## src/gated_timer_pkg.sv

```systemverilog
// Purpose: Shared constants and types for the gated sixteen bit timer
// Assumes: Byte registers on a classic Wishbone bus, one aligned word each
// Notes:   Offsets are byte addresses; data sits in the low eight bits
package gated_timer_pkg;

  localparam int unsigned  AddrWidth = 5;
  localparam logic [4:0]   OffControl = 5'h00;
  localparam logic [4:0]   OffGate    = 5'h04;
  localparam logic [4:0]   OffLow     = 5'h08;
  localparam logic [4:0]   OffHigh    = 5'h0c;
  localparam logic [4:0]   OffOsc     = 5'h10;
  localparam logic [4:0]   OffStatus  = 5'h14;

  // Timer control field positions
  localparam int unsigned  CtlRunBit   = 0;
  localparam int unsigned  CtlSyncBit  = 2;
  localparam int unsigned  CtlSoscBit  = 3;
  localparam int unsigned  CtlPsLo     = 4;
  localparam int unsigned  CtlSrcBit   = 6;
  localparam int unsigned  CtlWideBit  = 7;
  // Gate control field positions
  localparam int unsigned  GateSsLo    = 0;
  localparam int unsigned  GatePolBit  = 6;
  localparam int unsigned  GateEnBit   = 7;
  // Oscillator control two field positions
  localparam int unsigned  OscScsLo    = 0;
  localparam int unsigned  OscForceBit = 3;
  localparam logic [1:0]   ScsSecOsc   = 2'h1;

  localparam logic [7:0]   ControlReset = 8'h00;
  localparam logic [7:0]   GateReset    = 8'h00;
  localparam logic [7:0]   OscReset     = 8'h00;
  localparam logic [15:0]  CountReset   = 16'h0000;

  typedef enum logic [1:0] {
    GatePin   = 2'b00,
    GateMatch = 2'b01,
    GateCmp1  = 2'b10,
    GateCmp2  = 2'b11
  } gate_src_e;

  // Control word as software writes it
  typedef struct packed {
    logic       wideAccessEnable;
    logic       externalSource;
    logic [1:0] prescaleSelect;
    logic       timerSecoscEnable;
    logic       syncBypass;
    logic       reserved;
    logic       timerRun;
  } control_s;

  typedef struct packed {
    logic       gateEnableBit;
    logic       gatePolarityBit;
    logic [3:0] reserved;
    gate_src_e  gateSourceSelect;
  } gate_s;

endpackage

```

## src/sync_two_ff.sv

```systemverilog
// Purpose: Two flip-flop synchroniser for a level
// Assumes: Input is asynchronous to clk
// Notes:   The first stage is read only by the second stage
`timescale 1ns/100ps
module sync_two_ff
(
  input  wire logic clk,
  input  wire logic rst,
  input  wire logic din,
  output logic      dout
);

  logic stage1_q;

  // Metastability settles in the first stage
  always_ff @(posedge clk or posedge rst)
  begin
    if (rst)
    begin
      stage1_q <= 1'b0;
      dout     <= 1'b0;
    end
    else
    begin
      stage1_q <= din;
      dout     <= stage1_q;
    end
  end

endmodule

```

## src/prescale_counter.sv

```systemverilog
// Purpose: Divide count ticks by 1, 2, 4 or 8
// Assumes: tick is a one-cycle pulse on clk
// Notes:   clear wins over a tick in the same cycle
`timescale 1ns/100ps
module prescale_counter
(
  input  wire logic       clk,
  input  wire logic       rst,
  input  wire logic       tick,
  input  wire logic       clear,
  input  wire logic [1:0] ratio,
  output logic            pulse
);

  logic [2:0] count_q;
  logic [2:0] mask;

  // Ratio 2**ratio needs ratio low bits all ones before the output fires
  assign mask = 3'((4'h1 << ratio) - 4'h1);
  assign pulse = tick && ((count_q & mask) == mask);

  // Counter is hidden from software; only a clear touches it
  always_ff @(posedge clk or posedge rst)
  begin
    if (rst)
      count_q <= 3'h0;
    else if (clear)
      count_q <= 3'h0;
    else if (tick)
      count_q <= 3'(count_q + 3'h1);
  end

endmodule

```

## src/gated_sixteen_bit_timer.sv

```systemverilog
// Purpose: Sixteen bit timer with prescaler, gate and wide access mode
// Assumes: Classic Wishbone slave, one clock; external inputs are pins
// Notes:   Asynchronous count clock is modelled as a sampled edge stream
// Function
// - Selected count clock divided by 1, 2, 4 or 8 per prescale field.
// - Prescaler hidden; outside wide mode any count byte write clears it.
// - In wide mode a high write keeps prescaler; low write clears it.
// - Oscillator enabled by timer bit, force bit, or clock select 01.
// - Bypass bit passes external clock without phase synchronisation.
// - Async external mode counts in sleep; overflow can wake processor.
// - Mode switch may skip or add one increment.
// - Reads of either byte stay valid while counting externally.
// - Wide bit enables 16-bit mode through a high byte buffer.
// - Wide mode low read latches high byte; high read returns buffer.
// - Software preloads buffer; low write loads both halves at once.
// - Gate enable bit turns gating on; polarity bit picks level.
// - Permitted gate counts on clock rising edges; blocked gate holds.
// - Without gate control the counter counts freely.
// - Gate source: pin, period match, comparator 1, comparator 2.
//
// Design decisions made here: the Wishbone interface to the registers and the placing of the registers.
`timescale 1ns/100ps
module gated_sixteen_bit_timer
(
  input  wire logic        clk,
  input  wire logic        rst,
  input  wire logic        wb_cyc_i,
  input  wire logic        wb_stb_i,
  input  wire logic        wb_we_i,
  input  wire logic [4:0]  wb_adr_i,
  input  wire logic [31:0] wb_dat_i,
  input  wire logic [3:0]  wb_sel_i,
  output logic [31:0]      wb_dat_o,
  output logic             wb_ack_o,
  input  wire logic        extClockPin,
  input  wire logic        gatePin,
  input  wire logic        periodMatch,
  input  wire logic        comparatorOne,
  input  wire logic        comparatorTwo,
  input  wire logic        sleepMode,
  output logic             secoscEnable,
  output logic             overflowPulse,
  output logic             wakeRequest,
  output logic [15:0]      countValue
);

  gated_timer_pkg::control_s control_q;
  gated_timer_pkg::gate_s    gate_q;
  logic [7:0]                oscControl_q;
  logic [15:0]               count_q;
  logic [7:0]                highBuffer_q;
  logic                      overflowFlag_q;
  logic [31:0]               readData_d;

  logic extSync;
  logic extAsyncIn_q;
  logic extPrev_q;
  logic extPrevAsync_q;
  logic extAsyncMid_q;
  logic gatePinSync;
  logic cmpOneSync;
  logic cmpTwoSync;
  logic extRise;
  logic internalTick;
  logic selTick;
  logic presPulse;
  logic gateLevel;
  logic gateOpen;
  logic countStep;
  logic access;
  logic writeLane;
  logic writeLow;
  logic writeHigh;
  logic readLow;
  logic presClear;
  logic wide;
  logic clrOverflow;
  logic countWrite;
  logic wrapStep;

  // Pins cross two flip-flops before any logic reads them
  sync_two_ff uSyncExt
  (
    .clk  (clk),
    .rst  (rst),
    .din  (extClockPin),
    .dout (extSync)
  );

  sync_two_ff uSyncGate
  (
    .clk  (clk),
    .rst  (rst),
    .din  (gatePin),
    .dout (gatePinSync)
  );

  sync_two_ff uSyncCmp1
  (
    .clk  (clk),
    .rst  (rst),
    .din  (comparatorOne),
    .dout (cmpOneSync)
  );

  sync_two_ff uSyncCmp2
  (
    .clk  (clk),
    .rst  (rst),
    .din  (comparatorTwo),
    .dout (cmpTwoSync)
  );

  // Bypass path keeps its own two capture stages apart from the phase
  // synchroniser, so a metastable pin never reaches the edge logic
  always_ff @(posedge clk or posedge rst)
  begin
    if (rst)
    begin
      extAsyncIn_q   <= 1'b0;
      extAsyncMid_q  <= 1'b0;
      extPrevAsync_q <= 1'b0;
      extPrev_q      <= 1'b0;
    end
    else
    begin
      extAsyncIn_q   <= extClockPin;
      extAsyncMid_q  <= extAsyncIn_q;
      extPrevAsync_q <= extAsyncMid_q;
      extPrev_q      <= extSync;
    end
  end

  // Switching paths may drop or repeat one edge; accepted behaviour
  assign extRise = control_q.syncBypass
                 ? (extAsyncMid_q && !extPrevAsync_q)
                 : (extSync && !extPrev_q);
  assign internalTick = 1'b1;

  // Source select: internal instruction tick or external pin edges
  assign selTick = control_q.externalSource ? extRise : internalTick;

  // Sleep stops the internal clock path; external bypass keeps running
  logic runAllowed;
  assign runAllowed = control_q.timerRun
                   && (!sleepMode
                       || (control_q.externalSource
                           && control_q.syncBypass));

  // Gate source selection and polarity compare
  always_comb
  begin
    case (gate_q.gateSourceSelect)
      gated_timer_pkg::GatePin:   gateLevel = gatePinSync;
      gated_timer_pkg::GateMatch: gateLevel = periodMatch;
      gated_timer_pkg::GateCmp1:  gateLevel = cmpOneSync;
      gated_timer_pkg::GateCmp2:  gateLevel = cmpTwoSync;
      default:                    gateLevel = 1'b0;
    endcase
  end

  // Ungated timer counts freely; gated one only at the chosen level
  assign gateOpen = !gate_q.gateEnableBit
                 || (gateLevel == gate_q.gatePolarityBit);

  // Bus decode; only lane 0 carries data for these byte registers
  assign access    = wb_cyc_i && wb_stb_i && !wb_ack_o;
  assign writeLane = access && wb_we_i && wb_sel_i[0];
  assign wide      = control_q.wideAccessEnable;
  assign writeLow  = writeLane && (wb_adr_i == gated_timer_pkg::OffLow);
  assign writeHigh = writeLane && (wb_adr_i == gated_timer_pkg::OffHigh);
  assign readLow   = access && !wb_we_i
                  && (wb_adr_i == gated_timer_pkg::OffLow);
  assign clrOverflow = writeLane
                    && (wb_adr_i == gated_timer_pkg::OffStatus)
                    && wb_dat_i[0];

  // Prescaler clear: both byte writes outside wide mode, low only inside
  assign presClear = writeLow
                  || (writeHigh && !wide);

  prescale_counter uPrescale
  (
    .clk   (clk),
    .rst   (rst),
    .tick  (selTick && runAllowed && gateOpen),
    .clear (presClear),
    .ratio (control_q.prescaleSelect),
    .pulse (presPulse)
  );

  assign countStep = presPulse;

  // A count byte write wins over a step, so it also suppresses the wrap
  assign countWrite = writeLow || (writeHigh && !wide);
  assign wrapStep   = countStep && (count_q == 16'hffff) && !countWrite;

  // Control registers written by software
  always_ff @(posedge clk or posedge rst)
  begin
    if (rst)
    begin
      control_q    <= gated_timer_pkg::ControlReset;
      gate_q       <= gated_timer_pkg::GateReset;
      oscControl_q <= gated_timer_pkg::OscReset;
    end
    else if (writeLane)
    begin
      if (wb_adr_i == gated_timer_pkg::OffControl)
        control_q <= wb_dat_i[7:0];
      if (wb_adr_i == gated_timer_pkg::OffGate)
        gate_q <= wb_dat_i[7:0];
      if (wb_adr_i == gated_timer_pkg::OffOsc)
        oscControl_q <= wb_dat_i[7:0];
    end
  end

  // Counter: a write wins over a step, so software need not stop it first
  always_ff @(posedge clk or posedge rst)
  begin
    if (rst)
      count_q <= gated_timer_pkg::CountReset;
    else if (writeLow && wide)
      count_q <= {highBuffer_q, wb_dat_i[7:0]};
    else if (writeLow)
      count_q <= {count_q[15:8], wb_dat_i[7:0]};
    else if (writeHigh && !wide)
      count_q <= {wb_dat_i[7:0], count_q[7:0]};
    else if (countStep)
      count_q <= 16'(count_q + 16'h0001);
  end

  // High byte buffer: preload by high write, latch on low read
  always_ff @(posedge clk or posedge rst)
  begin
    if (rst)
      highBuffer_q <= 8'h00;
    else if (readLow && wide)
      highBuffer_q <= count_q[15:8];
    else if (writeHigh && wide)
      highBuffer_q <= wb_dat_i[7:0];
  end

  // Overflow flag: a wrap in the clearing cycle keeps the flag set
  always_ff @(posedge clk or posedge rst)
  begin
    if (rst)
      overflowFlag_q <= 1'b0;
    else if (wrapStep)
      overflowFlag_q <= 1'b1;
    else if (clrOverflow)
      overflowFlag_q <= 1'b0;
  end

  // Read mux; the count is held in clk flops so reads never tear
  always_comb
  begin
    readData_d = 32'h0000_0000;
    case (wb_adr_i)
      gated_timer_pkg::OffControl: readData_d[7:0] = control_q;
      gated_timer_pkg::OffGate:    readData_d[7:0] = gate_q;
      gated_timer_pkg::OffLow:     readData_d[7:0] = count_q[7:0];
      gated_timer_pkg::OffHigh:
        readData_d[7:0] = wide ? highBuffer_q : count_q[15:8];
      gated_timer_pkg::OffOsc:     readData_d[7:0] = oscControl_q;
      gated_timer_pkg::OffStatus:  readData_d[0]   = overflowFlag_q;
      default:                     readData_d = 32'h0000_0000;
    endcase
  end

  // Single wait-free answer: ack one cycle after the strobe, then drop
  always_ff @(posedge clk or posedge rst)
  begin
    if (rst)
    begin
      wb_ack_o <= 1'b0;
      wb_dat_o <= 32'h0000_0000;
    end
    else
    begin
      wb_ack_o <= access;
      wb_dat_o <= access ? readData_d : 32'h0000_0000;
    end
  end

  // Oscillator request: any one of three enables keeps it running,
  // and nothing here drops it in sleep
  always_ff @(posedge clk or posedge rst)
  begin
    if (rst)
      secoscEnable <= 1'b0;
    else
      secoscEnable <= control_q.timerSecoscEnable
                   || oscControl_q[gated_timer_pkg::OscForceBit]
                   || (oscControl_q[gated_timer_pkg::OscScsLo +: 2]
                       == gated_timer_pkg::ScsSecOsc);
  end

  // Event pulses; wake only for a wrap that lands while asleep
  always_ff @(posedge clk or posedge rst)
  begin
    if (rst)
    begin
      overflowPulse <= 1'b0;
      wakeRequest   <= 1'b0;
    end
    else
    begin
      overflowPulse <= wrapStep;
      wakeRequest   <= sleepMode && wrapStep;
    end
  end

  // Count copy for the chip; one cycle behind the counter itself
  always_ff @(posedge clk or posedge rst)
  begin
    if (rst)
      countValue <= gated_timer_pkg::CountReset;
    else
      countValue <= count_q;
  end

  // Elaboration checks: decode and byte lanes rely on these values
  if (gated_timer_pkg::AddrWidth != 5)
  begin : gAddrWidth
    $error("Register address must be five bits wide");
  end

  if ($bits(gated_timer_pkg::control_s) != 8
      || $bits(gated_timer_pkg::gate_s) != 8)
  begin : gByteWords
    $error("Control and gate words must be one byte each");
  end

  if (gated_timer_pkg::OscForceBit > 7 || gated_timer_pkg::OscScsLo > 6)
  begin : gOscFields
    $error("Oscillator fields must lie within one byte");
  end

endmodule

```

## config.mk

```make
export PLATFORM = sky130hd
export DESIGN_NAME = gated_sixteen_bit_timer
export DESIGN_NICKNAME = d
export VERILOG_FILES = /design/src/gated_timer_pkg.sv /design/src/sync_two_ff.sv /design/src/prescale_counter.sv /design/src/gated_sixteen_bit_timer.sv
export SDC_FILE = /design/constraint.sdc
export NUM_CORES = 1
export LEC_CHECK = 0
export ABC_AREA = 1
export BUFFER_PORTS_ARGS = -buffer_cell sky130_fd_sc_hd__buf_2
export CAP_MARGIN = 20
export CORE_UTILIZATION = 49
export CTS_CLUSTER_SIZE = 8
export DETAILED_ROUTE_END_ITERATION = 7
export PLACE_DENSITY = 0.75
export SLEW_MARGIN = 30
export SYNTH_ARGS = -nofsm -noshare
export SYNTH_HDL_FRONTEND = slang
export SYNTH_SLANG_ARGS = --single-unit
export TNS_END_PERCENT = 100
```

## constraint.sdc

```tcl
create_clock -name clk -period 2.76 [get_ports clk]
set_clock_uncertainty 0.15 [all_clocks]
set_input_delay 0.276 -clock clk [delete_from_list [all_inputs] [get_ports clk]]
set_output_delay 0.276 -clock clk [all_outputs]
set_load 0.01 [all_outputs]
```

# ---- Yosys cells after proc, flatten, opt, wreduce, memory -nomap -nowiden
# Cells that the tools add are included.
dict set report totals {
  ff_bits 89
  latch_bits 0
  mem_bits_rw 0
  romBits 0
  input_bits 52
  out_inout_bits 52
  elab_cells 114
  n_memories 0
}
dict set report op_classes {
  addsub 3
  n_mul 0
  n_div 0
  magnitude_cmp 0
  n_eq_ne 14
  shift 1
  muxes 16
  bitwise 1
  n_reduce_logical 47
}
# op count
set op_table {}
lappend op_table {{16-bit two-way mux} 4}
lappend op_table {{7-bit one-hot mux with 5 select lines} 1}
lappend op_table {{8-bit two-way mux} 4}
lappend op_table {{1-bit logical AND} 23}
lappend op_table {{16-bit by 1-bit adder with 16-bit output, second input constant} 1}
lappend op_table {{16-bit equality test, second input constant} 1}
lappend op_table {{5-bit by 4-bit equality test with 1-bit output, second input constant} 2}
lappend op_table {{5-bit equality test, second input constant} 2}
lappend op_table {{2-bit AND reduction} 5}
lappend op_table {{1-bit zero test} 7}
lappend op_table {{3-bit two-way mux} 2}
lappend op_table {{1-bit one-hot mux with 6 select lines} 1}
lappend op_table {{2-bit nonzero test} 3}
lappend op_table {{3-bit nonzero test} 2}
lappend op_table {{5-bit by 3-bit equality test with 1-bit output, second input constant} 1}
lappend op_table {{5-bit zero test} 1}
lappend op_table {{1-bit logical OR} 5}
lappend op_table {{2-bit by 1-bit equality test with 1-bit output, second input constant} 2}
lappend op_table {{2-bit equality test, second input constant} 2}
lappend op_table {{1-bit one-hot mux with 4 select lines} 1}
lappend op_table {{3-bit by 1-bit adder with 3-bit output, second input constant} 1}
lappend op_table {{3-bit AND} 1}
lappend op_table {{3-bit equality test} 1}
lappend op_table {{1-bit two-way mux} 3}
lappend op_table {{6 further kinds} 6}

# ---- Depth between registers and ports, before layout
dict set report logic_depth {
  ltp_word 10
  ltp_mapped 11
  ltp_nobuf 11
}

# ---- Modules after synthesis
# Synthesis repeated with hierarchy kept, for this count alone.
dict set report unflattened {
  cells_unflattened 573
  hier_area_um2 4718.3
}
# mod n_inst cells_each area_each_um2 seq_area_each_um2
set modules_own_cells {}
lappend modules_own_cells {gated_sixteen_bit_timer 1 534 4314.1 2026.9}
lappend modules_own_cells {sync_two_ff 4 3 53.8 50.0}
lappend modules_own_cells {prescale_counter 1 27 188.9 75.1}

# ---- Least setup slack after synthesis
# No wires, ideal clock.
dict set report synth_timing {
  path_kind {flip-flop to flip-flop}
  startpoint {register wb_ack_o}
  endpoint {register count_q[4]}
  setup_time_ns 0.117
  arrival_ns 1.475
  required_time_ns 2.493
  slack_ns 1.018
  path_stages_with_launch 12
  n_path_buf 1
  synth_period_minus_slack_ns 1.742
  cell_sequence {dfrtp_1 > inv_2 > nand3_4 > nor2_8 > inv_2 > nor2_4 > inv_2 > buf_4 > nand2_4 > nand2_2 > nand2_1 > nand2_1}
}
dict set report synth_between {
  elab_chain_cells 8
  elab_cells_between_ends 13
  classes_between {eq/ne: 1; mux: 2; reduce/logical: 10}
}
# item line
set synth_lines {}
lappend synth_lines {{start, declared} gated_sixteen_bit_timer.sv:34} ;# output logic wb_ack_o,
lappend synth_lines {{start signal, assigned} gated_sixteen_bit_timer.sv:281} ;# wb_ack_o <= access;
lappend synth_lines {{1-bit zero test (*)} gated_sixteen_bit_timer.sv:167} ;# assign access = wb_cyc_i && wb_stb_i && !wb_ack_o;
lappend synth_lines {{1-bit logical AND (*)} gated_sixteen_bit_timer.sv:167}
lappend synth_lines {{1-bit logical AND (*) (2 in a row)} gated_sixteen_bit_timer.sv:168} ;# assign writeLane = access && wb_we_i && wb_sel_i[0];
lappend synth_lines {{1-bit logical AND, on equally long branches} {gated_sixteen_bit_timer.sv:171, gated_sixteen_bit_timer.sv:170}}
lappend synth_lines {{1-bit logical AND, on equally long branches} {gated_sixteen_bit_timer.sv:227, gated_sixteen_bit_timer.sv:223}}
lappend synth_lines {{3-bit by 2-bit inequality test with 1-bit output (no source line) or 3-bit nonzero test (tied branches)} n/a}
lappend synth_lines {{2-bit AND reduction (no source line)} n/a}
lappend synth_lines {{end signal, assigned} gated_sixteen_bit_timer.sv:226} ;# count_q <= {count_q[15:8], wb_dat_i[7:0]};
lappend synth_lines {{end signal, assigned} gated_sixteen_bit_timer.sv:228} ;# count_q <= {wb_dat_i[7:0], count_q[7:0]};
lappend synth_lines {{end signal, assigned} gated_sixteen_bit_timer.sv:230} ;# count_q <= 16'(count_q + 16'h0001);
lappend synth_lines {{end, declared} gated_sixteen_bit_timer.sv:50} ;# logic [15:0] count_q;
# Mark *: on every way between the ends. The rest lies on a longest branch, timed or not. The select of a mux whose other input is x is not followed.
# A chain may end at the register's enable or synchronous reset.

# ---- Final worst setup path
dict set report layout_timing {
  startpoint {input wb_stb_i}
  endpoint {register count_q[12]}
}
dict set report layout_between {
  elab_chain_cells 9
  elab_cells_between_ends 14
  classes_between {eq/ne: 1; mux: 3; reduce/logical: 10}
}
# item line
set layout_lines {}
lappend layout_lines {{start, declared} gated_sixteen_bit_timer.sv:28} ;# input wire logic wb_stb_i,
lappend layout_lines {{1-bit logical AND (*) (2 in a row)} gated_sixteen_bit_timer.sv:167}
lappend layout_lines {{1-bit logical AND (*) (2 in a row)} gated_sixteen_bit_timer.sv:168}
lappend layout_lines {{1-bit logical AND} gated_sixteen_bit_timer.sv:171} ;# assign writeHigh = writeLane && (wb_adr_i == gated_timer_pkg::OffHigh);
lappend layout_lines {{1-bit logical AND} gated_sixteen_bit_timer.sv:227} ;# else if (writeHigh && !wide)
lappend layout_lines {{16-bit two-way mux} gated_sixteen_bit_timer.sv:227}
lappend layout_lines {{16-bit two-way mux} gated_sixteen_bit_timer.sv:225} ;# else if (writeLow)
lappend layout_lines {{16-bit two-way mux} gated_sixteen_bit_timer.sv:223} ;# else if (writeLow && wide)
lappend layout_lines {{end signal, assigned} gated_sixteen_bit_timer.sv:224} ;# count_q <= {highBuffer_q, wb_dat_i[7:0]};
lappend layout_lines {{end signal, assigned} gated_sixteen_bit_timer.sv:226}
lappend layout_lines {{end signal, assigned} gated_sixteen_bit_timer.sv:228}
# Marks and branches as above.

==> metrics.md <==
| Metric | Value |
|---|---|
| Status | finished with violations |
| Failing checks | DRC |
| Placed Cells | 692 |
| Global-route wire length before repair | 18.0 mm |
| Mapped cell area | 0.00451 mm2 |
| Peak supply drop | 0.292 mV |
| Hold Vio Cnt, Final | 0 |
| CORE AREA | 0.00881 mm2 |
| Min-delay worst type | in2reg |
| Reg clk slew, reported paths | 0.10 ns |
| Seq/Total Area, Yosys | 49.4% |
| Antenna-violating nets left | 0 |
| Final TNS setup | 0 ns |
| R2R Setup Slk | 0.58 ns |
| Detailed Route WL | 11.1 mm |
| Rel. slew slack | 53.5% |
| Post-synth EDFFs | 0 |
| Yosys reg bits | 89 |
| Cts bufs inserted | 9 |
| Most frequent cell after synthesis | nand2_1 |
| TritonCTS clock tree | done |
| Die Y-Extent | 97.9 um |
| RSZ-0062 raised after global routing | no |
| Nets | 657 |
| Pre-antenna DRT Iters | 8 |
| Maximum fanout along the worst path | 11 |
| Total congestion overflow | 0 |
| Residual DRC | 6 |
| Non-filler cells, final | 716 |
| Fill count | 796 |
| Dpl hpwl | 7.82 mm |
| Setup bufs post-CTS | 0 |
| Crit path DAT | 2.36 ns |
| Share of synthesized registers carrying an async set or reset | 100% |
| Yosys Warn Count | 0 |
| CP endpoint kind | flop |
| CP required | 2.93 ns |
| Period minus WS final | 2.19 ns |
| Drt first-iter violations | 322 |
| # IOs | 104 |
| H-Tree Depth | 3 |
| Total die area | 0.00959 mm2 |
| Largest net degree at the start of global routing | 57 |
| Leading area contributor after synthesis | dfrtp_1 |
| Gate Count Post-Synth | 542 |
| Distinct cells, synth | 38 |
| Maximum clock insertion buffer count | 2 |
| Clock root buffer | clkbuf_8 |
| Starting Density | 51.2% |
| Setup violators final | 0 |
| Clock Latency Late Sink | 0.37 ns |
| Input/output buffers | 52 |
| Initial antenna violation count | 0 |
| Top cell type's share of synthesized area | 49.4% |
| Via density per instance | 5.46 |
| Pwr dens | 529 mW/mm2 |
| Max Clk Rate | 456 MHz |
| Synth-to-Final Area Change | 12.8% |
| Dominant synthesized flop cell | dfrtp_1 |
| DR vias | 3909 |
| Minimum hold slack | 0.0844 ns |
| Layout cell share with drive strength beyond 1 | 17.9% |
| CTS sink count | 89 |
| Leading post-synthesis cells by cell area | dfrtp_1 49%, nand2_1 14%, nand3_1 4.8% |
| Lkg Pwr | 2.52 nW |
| Total global routing track utilization | 24.1% |
| Rows | 34 |
| Die Wd | 97.9 um |
| Crit path launch type | input port |
| Max-capacitance violation count | 0 |
| Slew Limit Fails | 0 |
| Actual slew at the worst max-slew pin | 0.697 ns |
| Antenna cells | 0 |
| Synth cell count leaders | 166 x nand2_1, 89 x dfrtp_1, 43 x nand3_1, 42 x inv_1, 29 x nor2_1 |
| Routed len/inst | 15.4 um |
| Number of global-route vias before repair | 3614 |
| GPL Wtd Cong | 0.924 |
| Crit share post-route | 79.5% |
| Setup Crit Path Kind | in2reg |
| Mean Syn Cell Area | 8.32 um2 |
-- logic make-up (layout without fill, tap and decap cells) --
| kind of cell | count (synthesis) | in the layout | synth area share (%) |
|---|---|---|---|
| xor gates and xnor gates | 8 | 8 | 1.55 |
| DFF | 89 | 89 | 49.4 |
| AOI/OAI and AO/OA | 89 | 89 | 12.3 |
| other | 1 | 24 | 0.0831 |
| and+or+nand+nor | 265 | 265 | 26.4 |
| buffers and inverters | 88 | 131 | 9.76 |
| adders and majority gates | 2 | 2 | 0.555 |
-- routing by layer --
| layer | up-vias | wire (um) | global-route usage [%] |
|---|---|---|---|
| met3 | 26 | 933 | 5.51 |
| met1 | 1855 | 4840 | 33.1 |
| met5 | - | 0 | 0 |
| met2 | 191 | 5040 | 38.1 |
| li1 | 1837 | - | - |
| met4 | 0 | 246 | 7.46 |
-- worst max-delay path, stage by stage --
cell and delay, ns:
dlygate4sd3_1 0.52, buf_2 0.13, nand3_4 0.18, nor2_8 0.21
nand3_1 0.38, nand2_1 0.24, inv_2 0.11, nand2_2 0.17
nand2_1 0.08, nand2_1 0.06
-- layout make-up --
type	instances	area, um2	area share (%)
clock buffer	9	124	2.43
clock inverter	7	101	1.99
inverter	52	196	3.86
multi-input combinational	388	1930	37.9
sequential	89	2230	43.8
tap	108	135	2.66
timing repair buffer	63	375	7.38
-- per-stage QoR --
stage / setup slack (ns) / total power [W] / cell area [um2] / util [%]
floorplan: 0.0271 / 0.00161 / 4600 / -
global placement: 0.678 / 0.00166 / 4780 / 54.3
detailed placement: 0.630 / 0.00167 / 4780 / 54.3
CTS: 0.580 / 0.00269 / 5090 / 57.8
global route: 0.412 / 0.00279 / 5090 / 57.8
finish: 0.566 / 0.00269 / 5090 / 57.8
-- registers in the layout, summed over array words and instances (netlist names), 3 cells and up --
name	cells
highBuffer_q	8
countValue	16
gate_q	8
wb_dat_o	8
control_q	7
uPrescale.count_q	3
oscControl_q	8
count_q	16
-- placed cells by master, fill, tap and decap left out, types with 16 or more instances in the layout --
cell type,n
a21oi_1,17
buf_2,52
conb_1,24
dfrtp_1,89
inv_1,41
nand2_1,166
nand3_1,43
nor2_1,29
o21ai_0,28
o21ai_1,16
-- where the power goes --
part | internal, W | switching [W] | leakage [nW]
registers | 0.00136 | 0.0000491 | 1.19
clock network | 0.000518 | 0.000512 | 0.106
logic | 0.0000857 | 0.000165 | 1.23
total | 0.00196 | 0.000726 | 2.52
-- final timing paths --
path | from | end | depth (start not counted)
worst max register to register | wide$_DFFE_PP0P_ | highBuffer_q[2]$_DFFE_PP0P_ | 6
worst min-delay path | wb_dat_i[3] | count_q[11]$_DFFE_PP0P_ | 5
worst max-delay path | wb_stb_i | count_q[12]$_DFFE_PP0P_ | 10
worst min register to register | uSyncGate.stage1_q$_DFF_PP0_ | uSyncGate.dout$_DFF_PP0_ | 0
min in group asynchronous | rst | wb_ack_o$_DFF_PP0_ | 3
max in group asynchronous | rst | countValue[8]$_DFF_PP0_ | 4
-- repair_timing --
item,CTS,global route
endpoints found under the hold margin,39,0
resized for setup,0,0
hold buffers,8,0
(Power assumes the default switching activity.)
